===== src/logic/llc_pkg.sv =====
package llc_pkg;

   // Lanes covered by this capture bank
   localparam int LLC_LANES = 3;
   localparam int LLC_AW = 12;
   localparam int LLC_DW = 8;

   // Register offsets
   localparam logic [11:0] ADDR_LINK_CTRL = 12'h300;
   localparam logic [11:0] ADDR_FORMAT_DENSITY_CTRLWORD = 12'h40a;
   localparam logic [11:0] ADDR_RESERVED_OCTET_ONE = 12'h40b;
   localparam logic [11:0] ADDR_RESERVED_OCTET_TWO = 12'h40c;
   localparam logic [11:0] ADDR_LANE0_RECEIVED_SUM = 12'h40d;
   localparam logic [11:0] ADDR_LANE0_COMPUTED_SUM = 12'h40e;
   localparam logic [11:0] ADDR_LANE1_IDENTIFIER = 12'h412;
   localparam logic [11:0] ADDR_LANE1_RECEIVED_SUM = 12'h415;
   localparam logic [11:0] ADDR_LANE1_COMPUTED_SUM = 12'h416;
   localparam logic [11:0] ADDR_LANE2_IDENTIFIER = 12'h41a;

   // Field positions
   localparam int SUM_METHOD_BIT = 6;
   localparam int DENSITY_BIT = 7;
   localparam int CTRL_WORDS_MSB = 4;
   localparam int LANE_IDENT_MSB = 4;

   // Reset values
   localparam logic [7:0] LINK_CTRL_RST = 8'h00;
   localparam logic [7:0] CAPTURE_RST = 8'h00;

   // Configuration octet positions within the alignment sequence
   localparam logic [3:0] OCT_FIRST = 4'h0;
   localparam logic [3:0] OCT_LANE_IDENT = 4'h2;
   localparam logic [3:0] OCT_FORMAT = 4'ha;
   localparam logic [3:0] OCT_RES_A = 4'hb;
   localparam logic [3:0] OCT_RES_B = 4'hc;
   localparam logic [3:0] OCT_SENT_SUM = 4'hd;

   typedef enum logic [1:0] {
      LLC_IDLE = 2'b01,
      LLC_COLLECT = 2'b10
   } llc_lane_state_t;

endpackage


===== src/logic/llc_octet_sum.sv =====
`timescale 1ns/1ps
module llc_octet_sum
   import llc_pkg::*;
(
   // Octet in
   input wire logic [3:0] idx,
   input wire logic [7:0] octet,
   // Contributions
   output logic [7:0] field_sum,
   output logic [7:0] octet_sum
);
   wire [7:0] hi4 = {4'h0, octet[7:4]};
   wire [7:0] lo4 = {4'h0, octet[3:0]};
   wire [7:0] lo5 = {3'h0, octet[4:0]};
   wire [7:0] b7 = {7'h0, octet[7]};
   wire [7:0] b6 = {7'h0, octet[6]};
   wire [7:0] b5 = {7'h0, octet[5]};
   wire [7:0] top2 = {6'h0, octet[7:6]};
   wire [7:0] top3 = {5'h0, octet[7:5]};
   wire [7:0] sum_nib = hi4 + lo4;
   wire [7:0] sum_lid = b6 + b5 + lo5;
   wire [7:0] sum_b7 = b7 + lo5;
   wire [7:0] sum_cs = top2 + lo5;
   wire [7:0] sum_t3 = top3 + lo5;
   // Whole-octet fields: identifiers and the minus-one counts
   wire whole = (idx == 4'h0) || (idx == 4'h4) || (idx == 4'h6);
   // Reserved octets and the sent sum never enter the checksum
   wire summed = (idx <= OCT_FORMAT);

   assign field_sum = whole ? octet :
                      (idx == 4'h1) ? sum_nib :
                      (idx == OCT_LANE_IDENT) ? sum_lid :
                      (idx == 4'h3 || idx == OCT_FORMAT) ? sum_b7 :
                      (idx == 4'h5) ? lo5 :
                      (idx == 4'h7) ? sum_cs :
                      (idx == 4'h8 || idx == 4'h9) ? sum_t3 : 8'h00;
   assign octet_sum = summed ? octet : 8'h00;
endmodule


===== src/logic/llc_lane_collect.sv =====
`timescale 1ns/1ps
module llc_lane_collect
   import llc_pkg::*;
(
   // Clock and reset
   input wire logic clk,
   input wire logic rst,
   // Accepted octet and its place in the sequence
   input wire logic take,
   input wire logic [3:0] cur_idx,
   input wire logic [7:0] cfg_octet,
   // Fields of the sequence in flight
   output logic [7:0] lane_ident,
   output logic [7:0] fmt_octet,
   output logic [7:0] res_a,
   output logic [7:0] res_b,
   output logic [7:0] sent_sum
);
   // Partial sequences land only here; the owner commits a whole one
   logic [7:0] lid_q, fmt_q, ra_q, rb_q, chk_q;

   always_ff @(posedge clk) begin
      if (rst) begin
         lid_q <= CAPTURE_RST;
         fmt_q <= CAPTURE_RST;
         ra_q <= CAPTURE_RST;
         rb_q <= CAPTURE_RST;
         chk_q <= CAPTURE_RST;
      end else if (take) begin
         if (cur_idx == OCT_LANE_IDENT) lid_q <= cfg_octet;
         if (cur_idx == OCT_FORMAT) fmt_q <= cfg_octet;
         if (cur_idx == OCT_RES_A) ra_q <= cfg_octet;
         if (cur_idx == OCT_RES_B) rb_q <= cfg_octet;
         if (cur_idx == OCT_SENT_SUM) chk_q <= cfg_octet;
      end
   end

   assign lane_ident = lid_q;
   assign fmt_octet = fmt_q;
   assign res_a = ra_q;
   assign res_b = rb_q;
   assign sent_sum = chk_q;
endmodule


===== src/logic/llc_lane_cfg_capture.sv =====
`timescale 1ns/1ps
module llc_lane_cfg_capture
   import llc_pkg::*;
#(
   parameter int LANES = LLC_LANES
) (
   // Clock and reset
   input wire logic CLK_SYS,
   input wire logic RESET,
   // Register port
   input wire logic [LLC_AW-1:0] REG_ADDR,
   input wire logic REG_WR,
   input wire logic REG_RD,
   input wire logic [LLC_DW-1:0] REG_WDATA,
   output logic [LLC_DW-1:0] REG_RDATA,
   output logic REG_RVALID,
   // Configuration octets from the lane deframers
   input wire logic [LANES-1:0] LANE_CFG_VALID,
   input wire logic [LANES-1:0] LANE_CFG_START,
   input wire logic [8*LANES-1:0] LANE_CFG_OCTET,
   // Status
   output logic SUM_METHOD_SELECT,
   output logic [LANES-1:0] CAPTURE_SEEN,
   output logic [LANES-1:0] SUM_MISMATCH
);
   // Per-lane collector results
   logic [LANES-1:0] commit;
   logic [7:0] c_lid [LANES];
   logic [7:0] c_fmt [LANES];
   logic [7:0] c_ra [LANES];
   logic [7:0] c_rb [LANES];
   logic [7:0] c_sent [LANES];
   logic [7:0] c_field [LANES];
   logic [7:0] c_octet [LANES];

   // Captured per-lane state
   logic [7:0] sent_q [LANES];
   logic [7:0] field_q [LANES];
   logic [7:0] octsum_q [LANES];
   logic [4:0] ident_q [LANES];
   logic [LANES-1:0] seen_q;

   // Lane 0 shared link parameters
   logic density_flag_seen_q, density_flag_seen_d;
   logic [4:0] ctrl_words_per_frame_seen_q, ctrl_words_per_frame_seen_d;
   logic [7:0] reserved_octet_a_q, reserved_octet_a_d;
   logic [7:0] reserved_octet_b_q, reserved_octet_b_d;

   // Link control register
   logic [7:0] link_ctrl_q, link_ctrl_d;

   // Read path
   logic [7:0] rdata_q, rdata_d;
   logic rvalid_q;

   genvar g;
   generate
      for (g = 0; g < LANES; g++) begin : gen_lane
         // Octet intake for this lane
         llc_lane_state_t state_q, state_d;
         logic [3:0] idx_q, idx_d;
         logic commit_q;
         logic [7:0] fsum_q, osum_q;
         logic [7:0] f_add, o_add;

         wire valid_in = LANE_CFG_VALID[g];
         wire start_in = LANE_CFG_START[g];
         wire [7:0] octet_in = LANE_CFG_OCTET[8*g +: 8];
         wire take_first = valid_in && start_in;
         wire take_next = valid_in && !start_in && (state_q == LLC_COLLECT);
         wire take = take_first || take_next;
         wire [3:0] cur_idx = take_first ? OCT_FIRST : idx_q;
         wire last = take && (cur_idx == OCT_SENT_SUM);

         llc_octet_sum u_sum (
            .idx(cur_idx),
            .octet(octet_in),
            .field_sum(f_add),
            .octet_sum(o_add)
         );

         llc_lane_collect u_collect (
            .clk(CLK_SYS),
            .rst(RESET),
            .take(take),
            .cur_idx(cur_idx),
            .cfg_octet(octet_in),
            .lane_ident(c_lid[g]),
            .fmt_octet(c_fmt[g]),
            .res_a(c_ra[g]),
            .res_b(c_rb[g]),
            .sent_sum(c_sent[g])
         );

         // A start octet always restarts, even inside an open sequence
         always_comb begin
            state_d = state_q;
            idx_d = idx_q;
            unique case (state_q)
               LLC_IDLE: begin
                  if (take_first) begin
                     state_d = LLC_COLLECT;
                     idx_d = 4'h1;
                  end
               end
               LLC_COLLECT: begin
                  if (last) begin
                     state_d = LLC_IDLE;
                  end else if (take) begin
                     idx_d = cur_idx + 4'h1;
                  end
               end
            endcase
         end

         always_ff @(posedge CLK_SYS) begin
            if (RESET) begin
               state_q <= LLC_IDLE;
               idx_q <= OCT_FIRST;
            end else begin
               state_q <= state_d;
               idx_q <= idx_d;
            end
         end

         // Commit one edge after the closing octet, once its latch has settled
         always_ff @(posedge CLK_SYS) begin
            if (RESET) begin
               commit_q <= 1'b0;
            end else begin
               commit_q <= last;
            end
         end

         // Both totals run so the method bit can change without new data
         always_ff @(posedge CLK_SYS) begin
            if (RESET) begin
               fsum_q <= CAPTURE_RST;
               osum_q <= CAPTURE_RST;
            end else if (take) begin
               fsum_q <= take_first ? f_add : fsum_q + f_add;
               osum_q <= take_first ? o_add : osum_q + o_add;
            end
         end

         assign commit[g] = commit_q;
         assign c_field[g] = fsum_q;
         assign c_octet[g] = osum_q;

         // Values move only when a whole sequence has arrived
         always_ff @(posedge CLK_SYS) begin
            if (RESET) begin
               sent_q[g] <= CAPTURE_RST;
               field_q[g] <= CAPTURE_RST;
               octsum_q[g] <= CAPTURE_RST;
               ident_q[g] <= CAPTURE_RST[4:0];
            end else if (commit[g]) begin
               sent_q[g] <= c_sent[g];
               field_q[g] <= c_field[g];
               octsum_q[g] <= c_octet[g];
               ident_q[g] <= c_lid[g][LANE_IDENT_MSB:0];
            end
         end

         // Stays up until reset once any sequence has landed
         always_ff @(posedge CLK_SYS) begin
            if (RESET) begin
               seen_q[g] <= 1'b0;
            end else if (commit[g]) begin
               seen_q[g] <= 1'b1;
            end
         end

         // Method bit chooses between the two running totals
         wire [7:0] calc = link_ctrl_q[SUM_METHOD_BIT] ? octsum_q[g] : field_q[g];

         // Disagreement shows a setup or line fault
         assign SUM_MISMATCH[g] = seen_q[g] && (calc != sent_q[g]);
      end
   endgenerate

   // Sum shown for a lane under the current method
   wire [7:0] calc0 = link_ctrl_q[SUM_METHOD_BIT] ? octsum_q[0] : field_q[0];
   wire [7:0] calc1 = link_ctrl_q[SUM_METHOD_BIT] ? octsum_q[1] : field_q[1];

   // Shared parameters are taken from lane 0 alone
   wire lane0_commit = commit[0];
   // Transmitters other than zero control words are not checked here
   // because the frame path does not decode them; the count is only shown.
   wire [4:0] cf_in = c_fmt[0][CTRL_WORDS_MSB:0];

   assign density_flag_seen_d = lane0_commit ? c_fmt[0][DENSITY_BIT] :
                                density_flag_seen_q;
   assign ctrl_words_per_frame_seen_d = lane0_commit ? cf_in :
                                        ctrl_words_per_frame_seen_q;
   assign reserved_octet_a_d = lane0_commit ? c_ra[0] : reserved_octet_a_q;
   assign reserved_octet_b_d = lane0_commit ? c_rb[0] : reserved_octet_b_q;

   // Format fields
   always_ff @(posedge CLK_SYS) begin
      if (RESET) begin
         density_flag_seen_q <= 1'b0;
         ctrl_words_per_frame_seen_q <= CAPTURE_RST[4:0];
      end else begin
         density_flag_seen_q <= density_flag_seen_d;
         ctrl_words_per_frame_seen_q <= ctrl_words_per_frame_seen_d;
      end
   end

   // Reserved octets are kept verbatim
   always_ff @(posedge CLK_SYS) begin
      if (RESET) begin
         reserved_octet_a_q <= CAPTURE_RST;
         reserved_octet_b_q <= CAPTURE_RST;
      end else begin
         reserved_octet_a_q <= reserved_octet_a_d;
         reserved_octet_b_q <= reserved_octet_b_d;
      end
   end

   // Address decode
   wire hit_ctrl = (REG_ADDR == ADDR_LINK_CTRL);
   wire hit_fmt = (REG_ADDR == ADDR_FORMAT_DENSITY_CTRLWORD);
   wire hit_ra = (REG_ADDR == ADDR_RESERVED_OCTET_ONE);
   wire hit_rb = (REG_ADDR == ADDR_RESERVED_OCTET_TWO);
   wire hit_s0 = (REG_ADDR == ADDR_LANE0_RECEIVED_SUM);
   wire hit_c0 = (REG_ADDR == ADDR_LANE0_COMPUTED_SUM);
   wire hit_id1 = (REG_ADDR == ADDR_LANE1_IDENTIFIER);
   wire hit_s1 = (REG_ADDR == ADDR_LANE1_RECEIVED_SUM);
   wire hit_c1 = (REG_ADDR == ADDR_LANE1_COMPUTED_SUM);
   wire hit_id2 = (REG_ADDR == ADDR_LANE2_IDENTIFIER);

   // Only the control register takes writes; capture registers drop them
   wire ctrl_wr = REG_WR && hit_ctrl;
   assign link_ctrl_d = ctrl_wr ? REG_WDATA : link_ctrl_q;

   always_ff @(posedge CLK_SYS) begin
      if (RESET) begin
         link_ctrl_q <= LINK_CTRL_RST;
      end else begin
         link_ctrl_q <= link_ctrl_d;
      end
   end

   // Register images; reserved bits read as zero
   wire [7:0] img_ctrl = link_ctrl_q;
   wire [7:0] img_fmt = {density_flag_seen_q, 2'b00, ctrl_words_per_frame_seen_q};
   wire [7:0] img_ra = reserved_octet_a_q;
   wire [7:0] img_rb = reserved_octet_b_q;
   wire [7:0] img_s0 = sent_q[0];
   wire [7:0] img_c0 = calc0;
   wire [7:0] img_id1 = {3'b000, ident_q[1]};
   wire [7:0] img_s1 = sent_q[1];
   wire [7:0] img_c1 = calc1;
   wire [7:0] img_id2 = {3'b000, ident_q[2]};

   // One-hot select; unmapped offsets read zero
   wire [7:0] read_mux = ({8{hit_ctrl}} & img_ctrl) |
                         ({8{hit_fmt}} & img_fmt) |
                         ({8{hit_ra}} & img_ra) |
                         ({8{hit_rb}} & img_rb) |
                         ({8{hit_s0}} & img_s0) |
                         ({8{hit_c0}} & img_c0) |
                         ({8{hit_id1}} & img_id1) |
                         ({8{hit_s1}} & img_s1) |
                         ({8{hit_c1}} & img_c1) |
                         ({8{hit_id2}} & img_id2);

   // Data held after a read so slow readers need not sample at once
   assign rdata_d = REG_RD ? read_mux : rdata_q;

   always_ff @(posedge CLK_SYS) begin
      if (RESET) begin
         rdata_q <= 8'h00;
      end else begin
         rdata_q <= rdata_d;
      end
   end

   // Answer strobe lasts exactly one cycle per read
   always_ff @(posedge CLK_SYS) begin
      if (RESET) begin
         rvalid_q <= 1'b0;
      end else begin
         rvalid_q <= REG_RD;
      end
   end

   assign REG_RDATA = rdata_q;
   assign REG_RVALID = rvalid_q;
   assign SUM_METHOD_SELECT = link_ctrl_q[SUM_METHOD_BIT];
   assign CAPTURE_SEEN = seen_q;

endmodule


===== config.mk =====
export PLATFORM = sky130hd
export DESIGN_NAME = llc_lane_cfg_capture
export DESIGN_NICKNAME = d
export VERILOG_FILES = /design/src/logic/llc_pkg.sv /design/src/logic/llc_octet_sum.sv /design/src/logic/llc_lane_collect.sv /design/src/logic/llc_lane_cfg_capture.sv
export SDC_FILE = /design/constraint.sdc
export NUM_CORES = 1
export LEC_CHECK = 0
export BUFFER_PORTS_ARGS = -buffer_cell sky130_fd_sc_hd__buf_2
export CORE_ASPECT_RATIO = 1.1
export CORE_MARGIN = 1
export CORE_UTILIZATION = 50
export CTS_CLUSTER_SIZE = 30
export DETAILED_ROUTE_END_ITERATION = 7
export PLACE_DENSITY = 0.67
export SYNTH_ARGS = -nofsm -noshare
export SYNTH_HDL_FRONTEND = slang
export SYNTH_SLANG_ARGS = --single-unit
export TNS_END_PERCENT = 1

===== constraint.sdc =====
create_clock -name CLK_SYS -period 5 [get_ports CLK_SYS]
set_input_delay 0.25 -clock CLK_SYS [delete_from_list [all_inputs] [get_ports CLK_SYS]]
set_output_delay 0.25 -clock CLK_SYS [all_outputs]
set_load 0.01 [all_outputs]

# [Word level (Yosys, flattened, before mapping)]
# Memories as Yosys holds them, arrays and structs flattened.
# Index checks and enable logic that the tools add are counted.
[totals] ff_bits=174 ram_bits=87 inputBits=54 out_inout_bits=16 elab_cells=297 n_memories=4
[classes] add_sub_neg=27 n_lt_le_gt_ge=3 eq_ne=66 mux=80 bitwise_logic=31 n_reduce_logical=52
[memory_table] name="field_q" words=3 word_bits=8 read_ports=3 rd_clocked_by_memory_dff=0 write_ports=3 line_no="llc_lane_cfg_capture.sv:38" text="logic [7:0] field_q [LANES];"
[memory_table] name="octsum_q" words=3 word_bits=8 read_ports=3 rd_clocked_by_memory_dff=0 write_ports=3 line_no="llc_lane_cfg_capture.sv:39" text="logic [7:0] octsum_q [LANES];"
[memory_table] name="sent_q" words=3 word_bits=8 read_ports=3 rd_clocked_by_memory_dff=0 write_ports=3 line_no="llc_lane_cfg_capture.sv:37" text="logic [7:0] sent_q [LANES];"
[memory_table] name="ident_q" words=3 word_bits=5 read_ports=2 rd_clocked_by_memory_dff=0 write_ports=3 line_no="llc_lane_cfg_capture.sv:40" text="logic [4:0] ident_q [LANES];"
[ops] op="8-bit 2-to-1 mux" count=42
[ops] op="12-bit by 11-bit == test with 1-bit output, second input constant" count=9
[ops] op="8-bit bitwise OR" count=9
[ops] op="8-bit AND" count=8
[ops] op="4-bit == test, second input constant" count=14
[ops] op="8-bit adder" count=6
[ops] op="4-bit by 3-bit == test with 1-bit output, second input constant" count=12
[ops] op="4-bit 2-to-1 mux" count=12
[ops] op="2-bit by 5-bit adder with 6-bit output" count=6
[ops] op="4-bit by 2-bit == test with 1-bit output, second input constant" count=6
[ops] op="2-bit != test, second input constant" count=12
[ops] op="8-bit != test" count=3
[ops] op="4-bit case mux with 2 select lines" count=3
[ops] op="2-bit AND reduction" count=12
[ops] op="1-bit by 5-bit adder with 6-bit output" count=3
[ops] op="3-bit by 5-bit adder with 6-bit output" count=3
[ops] op="8-bit by 5-bit AND with 8-bit output" count=2
[ops] op="1-bit logical AND" count=16
[ops] op="4-bit by 4-bit adder with 5-bit output" count=3
[ops] op="1-bit logical OR" count=15
[ops] op="5-bit 2-to-1 mux" count=3
[ops] op="4-bit by 1-bit adder with 4-bit output, second input constant" count=3
[ops] op="12-bit by 10-bit == test with 1-bit output, second input constant" count=1
[ops] op="4-bit by 1-bit == test with 1-bit output, second input constant" count=3
[ops] op="11 further kinds" count=53

# [Depth between registers and ports, before layout]
[logic_depth] ltp_word=13 depth_mapped=15 ltp_nobuf=15

# [Modules after synthesis]
# From an unflattened synthesis, not the netlist that was laid out.
[hier_totals] cells_unflattened=2012 hier_area_um2=18813.0
[by_module_without_submodules] mod="llc_lane_cfg_capture" n_inst=1 cells_each=1119 area_each_um2=10660.2 seq_area_each_um2=4684.5
[by_module_without_submodules] mod="llc_lane_collect" n_inst=3 cells_each=148 area_each_um2=1617.8 seq_area_each_um2=800.8
[by_module_without_submodules] mod="llc_octet_sum (gen_lane[1].u_sum ...)" n_inst=2 cells_each=150 area_each_um2=1128.6 seq_area_each_um2=0.0
[by_module_without_submodules] mod="llc_octet_sum (gen_lane[0].u_sum)" n_inst=1 cells_each=149 area_each_um2=1042.2 seq_area_each_um2=0.0

# [Worst setup path after synthesis]
# OpenSTA, ideal clock, no wires.
[synth_timing] path_type="input to register" startpoint="input port LANE_CFG_OCTET[0]" endpoint="register gen_lane[0].fsum_q[7]" setup_time_ns=0.092 arrival_time_ns=3.207 required_ns=4.908 path_slack_ns=1.701 cell_stages=14 path_buffers=0 cell_sequence="ha_1 -> fa_1 -> xor2_1 -> a221o_1 -> a221o_1 -> a21oi_1 -> o31ai_1 -> ha_1 -> nand3_1 -> o211ai_1 -> o31ai_1 -> nor2_1 -> o2111a_1 -> nor4_1"
[synth_between] elab_chain_cells=10 elab_cells_between_ends=14 classes_between="6 x add/sub; 8 x mux"
[synth_lines] item="start, declared" line_no="llc_lane_cfg_capture.sv:20" text="input wire logic [8*LANES-1:0] LANE_CFG_OCTET,"
[synth_lines] item="3-bit by 5-bit adder with 6-bit output" line_no="llc_octet_sum.sv:24" text="wire [7:0] sum_t3 = top3 + lo5;"
[synth_lines] item="8-bit 2-to-1 mux" line_no="llc_octet_sum.sv:36" text="(idx == 4'h8 || idx == 4'h9) ? sum_t3 : 8'h00;"
[synth_lines] item="8-bit 2-to-1 mux" line_no="llc_octet_sum.sv:35" text="(idx == 4'h7) ? sum_cs :"
[synth_lines] item="8-bit 2-to-1 mux" line_no="llc_octet_sum.sv:34" text="(idx == 4'h5) ? lo5 :"
[synth_lines] item="8-bit 2-to-1 mux" line_no="llc_octet_sum.sv:33" text="(idx == 4'h3 || idx == OCT_FORMAT) ? sum_b7 :"
[synth_lines] item="8-bit 2-to-1 mux" line_no="llc_octet_sum.sv:32" text="(idx == OCT_LANE_IDENT) ? sum_lid :"
[synth_lines] item="8-bit 2-to-1 mux" line_no="llc_octet_sum.sv:31" text="(idx == 4'h1) ? sum_nib :"
[synth_lines] item="8-bit 2-to-1 mux *" line_no="llc_octet_sum.sv:30" text="assign field_sum = whole ? octet :"
[synth_lines] item="8-bit adder *" line_no="llc_lane_cfg_capture.sv:141" text="fsum_q <= take_first ? f_add : fsum_q + f_add;"
[synth_lines] item="8-bit 2-to-1 mux *" line_no="llc_lane_cfg_capture.sv:141"
[synth_lines] item="end signal, assigned" line_no="llc_lane_cfg_capture.sv:141"
[synth_lines] item="end, declared" line_no="llc_lane_cfg_capture.sv:63" text="logic [7:0] fsum_q, osum_q;"
# Mark *: on every way between the ends. The rest lies on a longest branch, timed or not.
# A chain may end at the register's enable or synchronous reset.

# [Final worst setup path]
[layout_timing] startpoint="register gen_lane[0].idx_q[0]" endpoint="register gen_lane[0].fsum_q[7]"
[layout_between] elab_chain_cells=12 elab_cells_between_ends=25 classes_between="1 x add/sub; 10 x eq/ne; 9 x mux; 5 x reduce/logical"
[layout_lines] item="start, declared" line_no="llc_lane_cfg_capture.sv:61" text="logic [3:0] idx_q, idx_d;"
[layout_lines] item="start signal, assigned" line_no="llc_lane_cfg_capture.sv:122" text="idx_q <= idx_d;"
[layout_lines] item="4-bit 2-to-1 mux *" line_no="llc_lane_cfg_capture.sv:72" text="wire [3:0] cur_idx = take_first ? OCT_FIRST : idx_q;"
[layout_lines] item="4-bit == test" line_no="llc_octet_sum.sv:36"
[layout_lines] item="1-bit logical OR" line_no="llc_octet_sum.sv:36"
[layout_lines] item="8-bit 2-to-1 mux" line_no="llc_octet_sum.sv:36"
[layout_lines] item="8-bit 2-to-1 mux" line_no="llc_octet_sum.sv:35"
[layout_lines] item="8-bit 2-to-1 mux" line_no="llc_octet_sum.sv:34"
[layout_lines] item="8-bit 2-to-1 mux" line_no="llc_octet_sum.sv:33"
[layout_lines] item="8-bit 2-to-1 mux" line_no="llc_octet_sum.sv:32"
[layout_lines] item="8-bit 2-to-1 mux" line_no="llc_octet_sum.sv:31"
[layout_lines] item="8-bit 2-to-1 mux *" line_no="llc_octet_sum.sv:30"
[layout_lines] item="8-bit adder" line_no="llc_lane_cfg_capture.sv:141"
[layout_lines] item="8-bit 2-to-1 mux *" line_no="llc_lane_cfg_capture.sv:141"
# Marked as above.

==> key figures <==
Status
  – Status: finished, violations left
  – Failing checks: DRC

Cells and area
  – Final nets: 1828
  – Multi-input logic area: 0.00855 mm2
  – Fillers: 2580
  – Sequential cell area: 0.00581 mm2
  – Antenna fix cells: 0
  – Synth-to-layout area growth: 10.0%
  – Design area: 0.0163 mm2
  – Layout cells sized above 1: 9.19%
  – Post-route insts no fill: 2066

CTS
  – CTS buffer count: 26
  – CTS root buf: clkbuf_16
  – CTS tree: done
  – CTS H-tree lvls: 1
  – CTS Buffer Depth: 3
  – Worst-path clk slew: 0.07 ns
  – Clock tree sinks: 249
  – Worst skew pair latency: 0.52 ns
  – Gates resized, CTS repair: 0

Hold path
  – Min-delay worst type: input pin to register
  – Min-Delay Path Depth: 3

Timing
  – Setup TNS: 0 ns
  – Rel. slew slack: 24.2%
  – FMAX: 262 MHz
  – Final Critical Period: 3.82 ns
  – Worst setup margin: 1.18 ns
  – Clk_skew: 0.0136 ns
  – Unrepaired setup endpoints after global routing: false
  – Finish-stage setup viols: 0
  – Final Cycle Share: 76.3%
  – Max Slew Vio Count: 0
  – Tightest Pin Transition: 1.13 ns
  – Hold Fails Final Rpt: 0

Route
  – DRC: 5
  – Average via count per standard cell: 5.99
  – Post-route antenna net violation count: 0
  – Drt pass-1 iters: 7
  – WL/cell: 18.3 um
  – Via count: 12400
  – Drt first-iter violations: 1018
  – DRT Wirelength: 37800 um

Synthesis
  – Mapped Nets: 1804
  – Yosys top cell area share: 22.5%
  – Mean Syn Cell Area: 8.98 um2
  – Synth area leader: dfxtp_1
  – Top cells by area, synth: dfxtp_1 (23%), edfxtp_1 (17%), ha_1 (6.6%), mux2i_1 (4.6%), nand2_1 (4.4%)
  – Synth Instances: 1654
  – Syn Std Cell Area: 0.0148 mm2
  – Top FF cell, synth: dfxtp_1
  – Register bit total from synthesis: 249
  – Post-synth ARST share: 0%
  – EDFF count, synth: 82
  – Syn. warnings: 0
  – Post-synthesis sequential area ratio: 39.1%
  – Post-synthesis cell type count: 85

Floorplanning
  – DIE HEIGHT: 183 um
  – Starting Density: 51.3%
  – Die ar.: 0.0304 mm2
  – Rows: 65
  – Die W: 166 um
  – # IOs: 70
  – Core area: 0.0290 mm2

Critical path
  – Reg2Reg Depth: 13
  – Startpoint types: register
  – CP max FO: 13
  – Arrival @ worst endpoint: 4.24 ns
  – CP Data Required Time: 5.43 ns
  – CP endpoint kind: register
  – Setup CP Type: register to register

Placed design
  – GPL Wtd Cong: 0.906
  – Post-DP HPWL: 27200 um
  – DP Area: 0.0154 mm2
  – Port bufs: 69
  – Place WS: 1.05 ns
  – Dpl cells: 2010

Pwr
  – Overall power: 4.82 mW
  – Static Leak: 6.24 nW
  – PD cells: 295 mW/mm2
  – Peak supply drop: 0.238 mV

Run
  – MaxCap Viol Count: 0

Global route
  – Total GRT Usage: 25.1%
  – Initial antenna violation count: 0
  – Largest net degree at the start of global routing: 45
  – Vias in the first global route: 12100
  – Grt ovf: 0
  – Global-route wire length before repair: 62100 um
-- layout by cell type (no fill, tap or decap), types with 7 or more instances in the layout --
master / Yosys / layout
fa_1: 18 / 18
buf_4: 1 / 14
xor2_1: 20 / 20
nor3_1: 28 / 27
o31ai_1: 12 / 12
nor2b_1: 26 / 26
nand2_1: 174 / 174
or3_1: 7 / 7
o21ai_0: 66 / 66
a211oi_1: 12 / 12
buf_2: 9 / 68
nor2_1: 119 / 119
a21o_1: 23 / 23
o22ai_1: 16 / 16
and3_1: 18 / 18
ha_1: 78 / 78
xnor2_1: 52 / 52
o21bai_1: 8 / 8
a22oi_1: 38 / 38
a31oi_1: 18 / 18
o211ai_1: 13 / 13
a21oi_1: 129 / 129
inv_1: 34 / 34
mux2i_1: 68 / 68
nand3_1: 72 / 72
edfxtp_1: 82 / 82
a311oi_1: 7 / 7
nor4_1: 12 / 12
and2_1: 103 / 103
clkbuf_16: 0 / 28
dlygate4sd3_1: 0 / 8
nand2b_1: 17 / 17
dfxtp_1: 167 / 166
or2_2: 7 / 7
-- worst max-delay path, stage by stage, from the launching register on --
cell and delay, ns:
dfxtp_1 0.58, nor2b_1 0.43, and3b_1 0.38, a221o_1 0.22, a221o_1 0.11, a21oi_1 0.04, o31ai_1 0.30, ha_1 0.34
nand3_1 0.09, o211ai_1 0.14, o31ai_1 0.54, nor2_1 0.08, o2111a_1 0.25, nor4_1 0.21
-- metal layers --
metal	wire [um]	share of wire [%]	global-route usage (%)
met1	16900	45	33.1
met5	0	0	0
met2	18100	48	43.2
met4	983	2.6	7.67
met3	1820	4.8	2.78
-- Yosys cell counts (all sizes together), types with 23 or more instances --
cell type / instances
and2: 104
nand3: 72
nor3: 28
dfxtp: 167
nand2: 174
a22oi: 38
a21oi: 129
nor2b: 26
ha: 78
o21ai: 68
clkbuf: 79
edfxtp: 82
a21o: 23
inv: 35
mux2i: 68
xnor2: 52
nor2: 119
-- registers in the layout, indices dropped and copies added, names as in the netlist, 6 cells and up --
signal,cells
gen_lane.u_collect.lane_ident,10
gen_lane.fsum_q,24
gen_lane.u_collect.res_b,8
img_rb,8
gen_lane.idx_q,12
img_ctrl,8
ident_q,10
gen_lane.osum_q,24
gen_lane.u_collect.res_a,8
gen_lane.u_collect.fmt_octet,6
gen_lane.u_collect.sent_sum,24
img_ra,8
octsum_q,24
gen_lane.state_q,6
sent_q,24
field_q,24
REG_RDATA,8
-- cell families (layout without fill, tap and decap cells) --
family                   Yosys count  after routing  synth area share [%]
adder cells (fa/ha/maj)           96             96                  9.00
XOR/XNOR                          72             72                  4.25
multiplexers                      71             71                  4.81
AO/OA/AOI/OAI                    416            416                  18.3
flip-flops                       249            249                  39.1
AND/OR/NAND/NOR                  621            621                  21.2
buffers and inverters            129            173                  3.36
-- worst paths after layout --
check / endpoint / slack, ns / start
worst max-delay path: gen_lane[0].fsum_q[7] / 1.18 / gen_lane[0].idx_q[0]
worst max register to register: gen_lane[0].fsum_q[7] / 1.18 / gen_lane[0].idx_q[0]
worst min register to register: gen_lane[2].u_collect.sent_sum[1] / 0.45 / gen_lane[2].u_collect.sent_sum[1]
worst min-delay path: img_ctrl[1] / 0.07 / REG_WR
-- final cells by class --
cell class                      count  area share [%]
Tap cell                          368            2.82
Clock inverter                     14           0.689
Multi-Input combinational cell   1276            52.3
Clock buffer                       34            4.61
Timing Repair Buffer               90            3.22
Sequential cell                   249            35.5
Inverter                           35           0.804
-- report_power, final --
| group | switching [mW] | total [mW] | leakage (nW) | internal [mW] |
|---|---|---|---|---|
| combinational | 0.409 | 0.687 | 3.64 | 0.278 |
| sequential | 0.0588 | 2.21 | 2.19 | 2.15 |
| clock | 0.804 | 1.92 | 0.418 | 1.12 |
-- what timing repair did --
item / in CTS / in global routing
endpoints found under the hold margin: 8 / 0
hold buffers: 8 / 0
endpoints found under the setup margin: 0 / 0
setup buffers: 0 / 0
-- through the flow --
| stage | util [%] | hold slack [ns] |
|---|---|---|
| CTS | 56.4 | 0.0517 |
| global placement | 53.2 | 0.434 |
| detailed placement | 53.2 | 0.443 |
| finish | 56.4 | 0.0745 |
| floorplan | - | 0.386 |
| global route | 56.4 | 0.0927 |
Power figures use the tool's default switching activity.
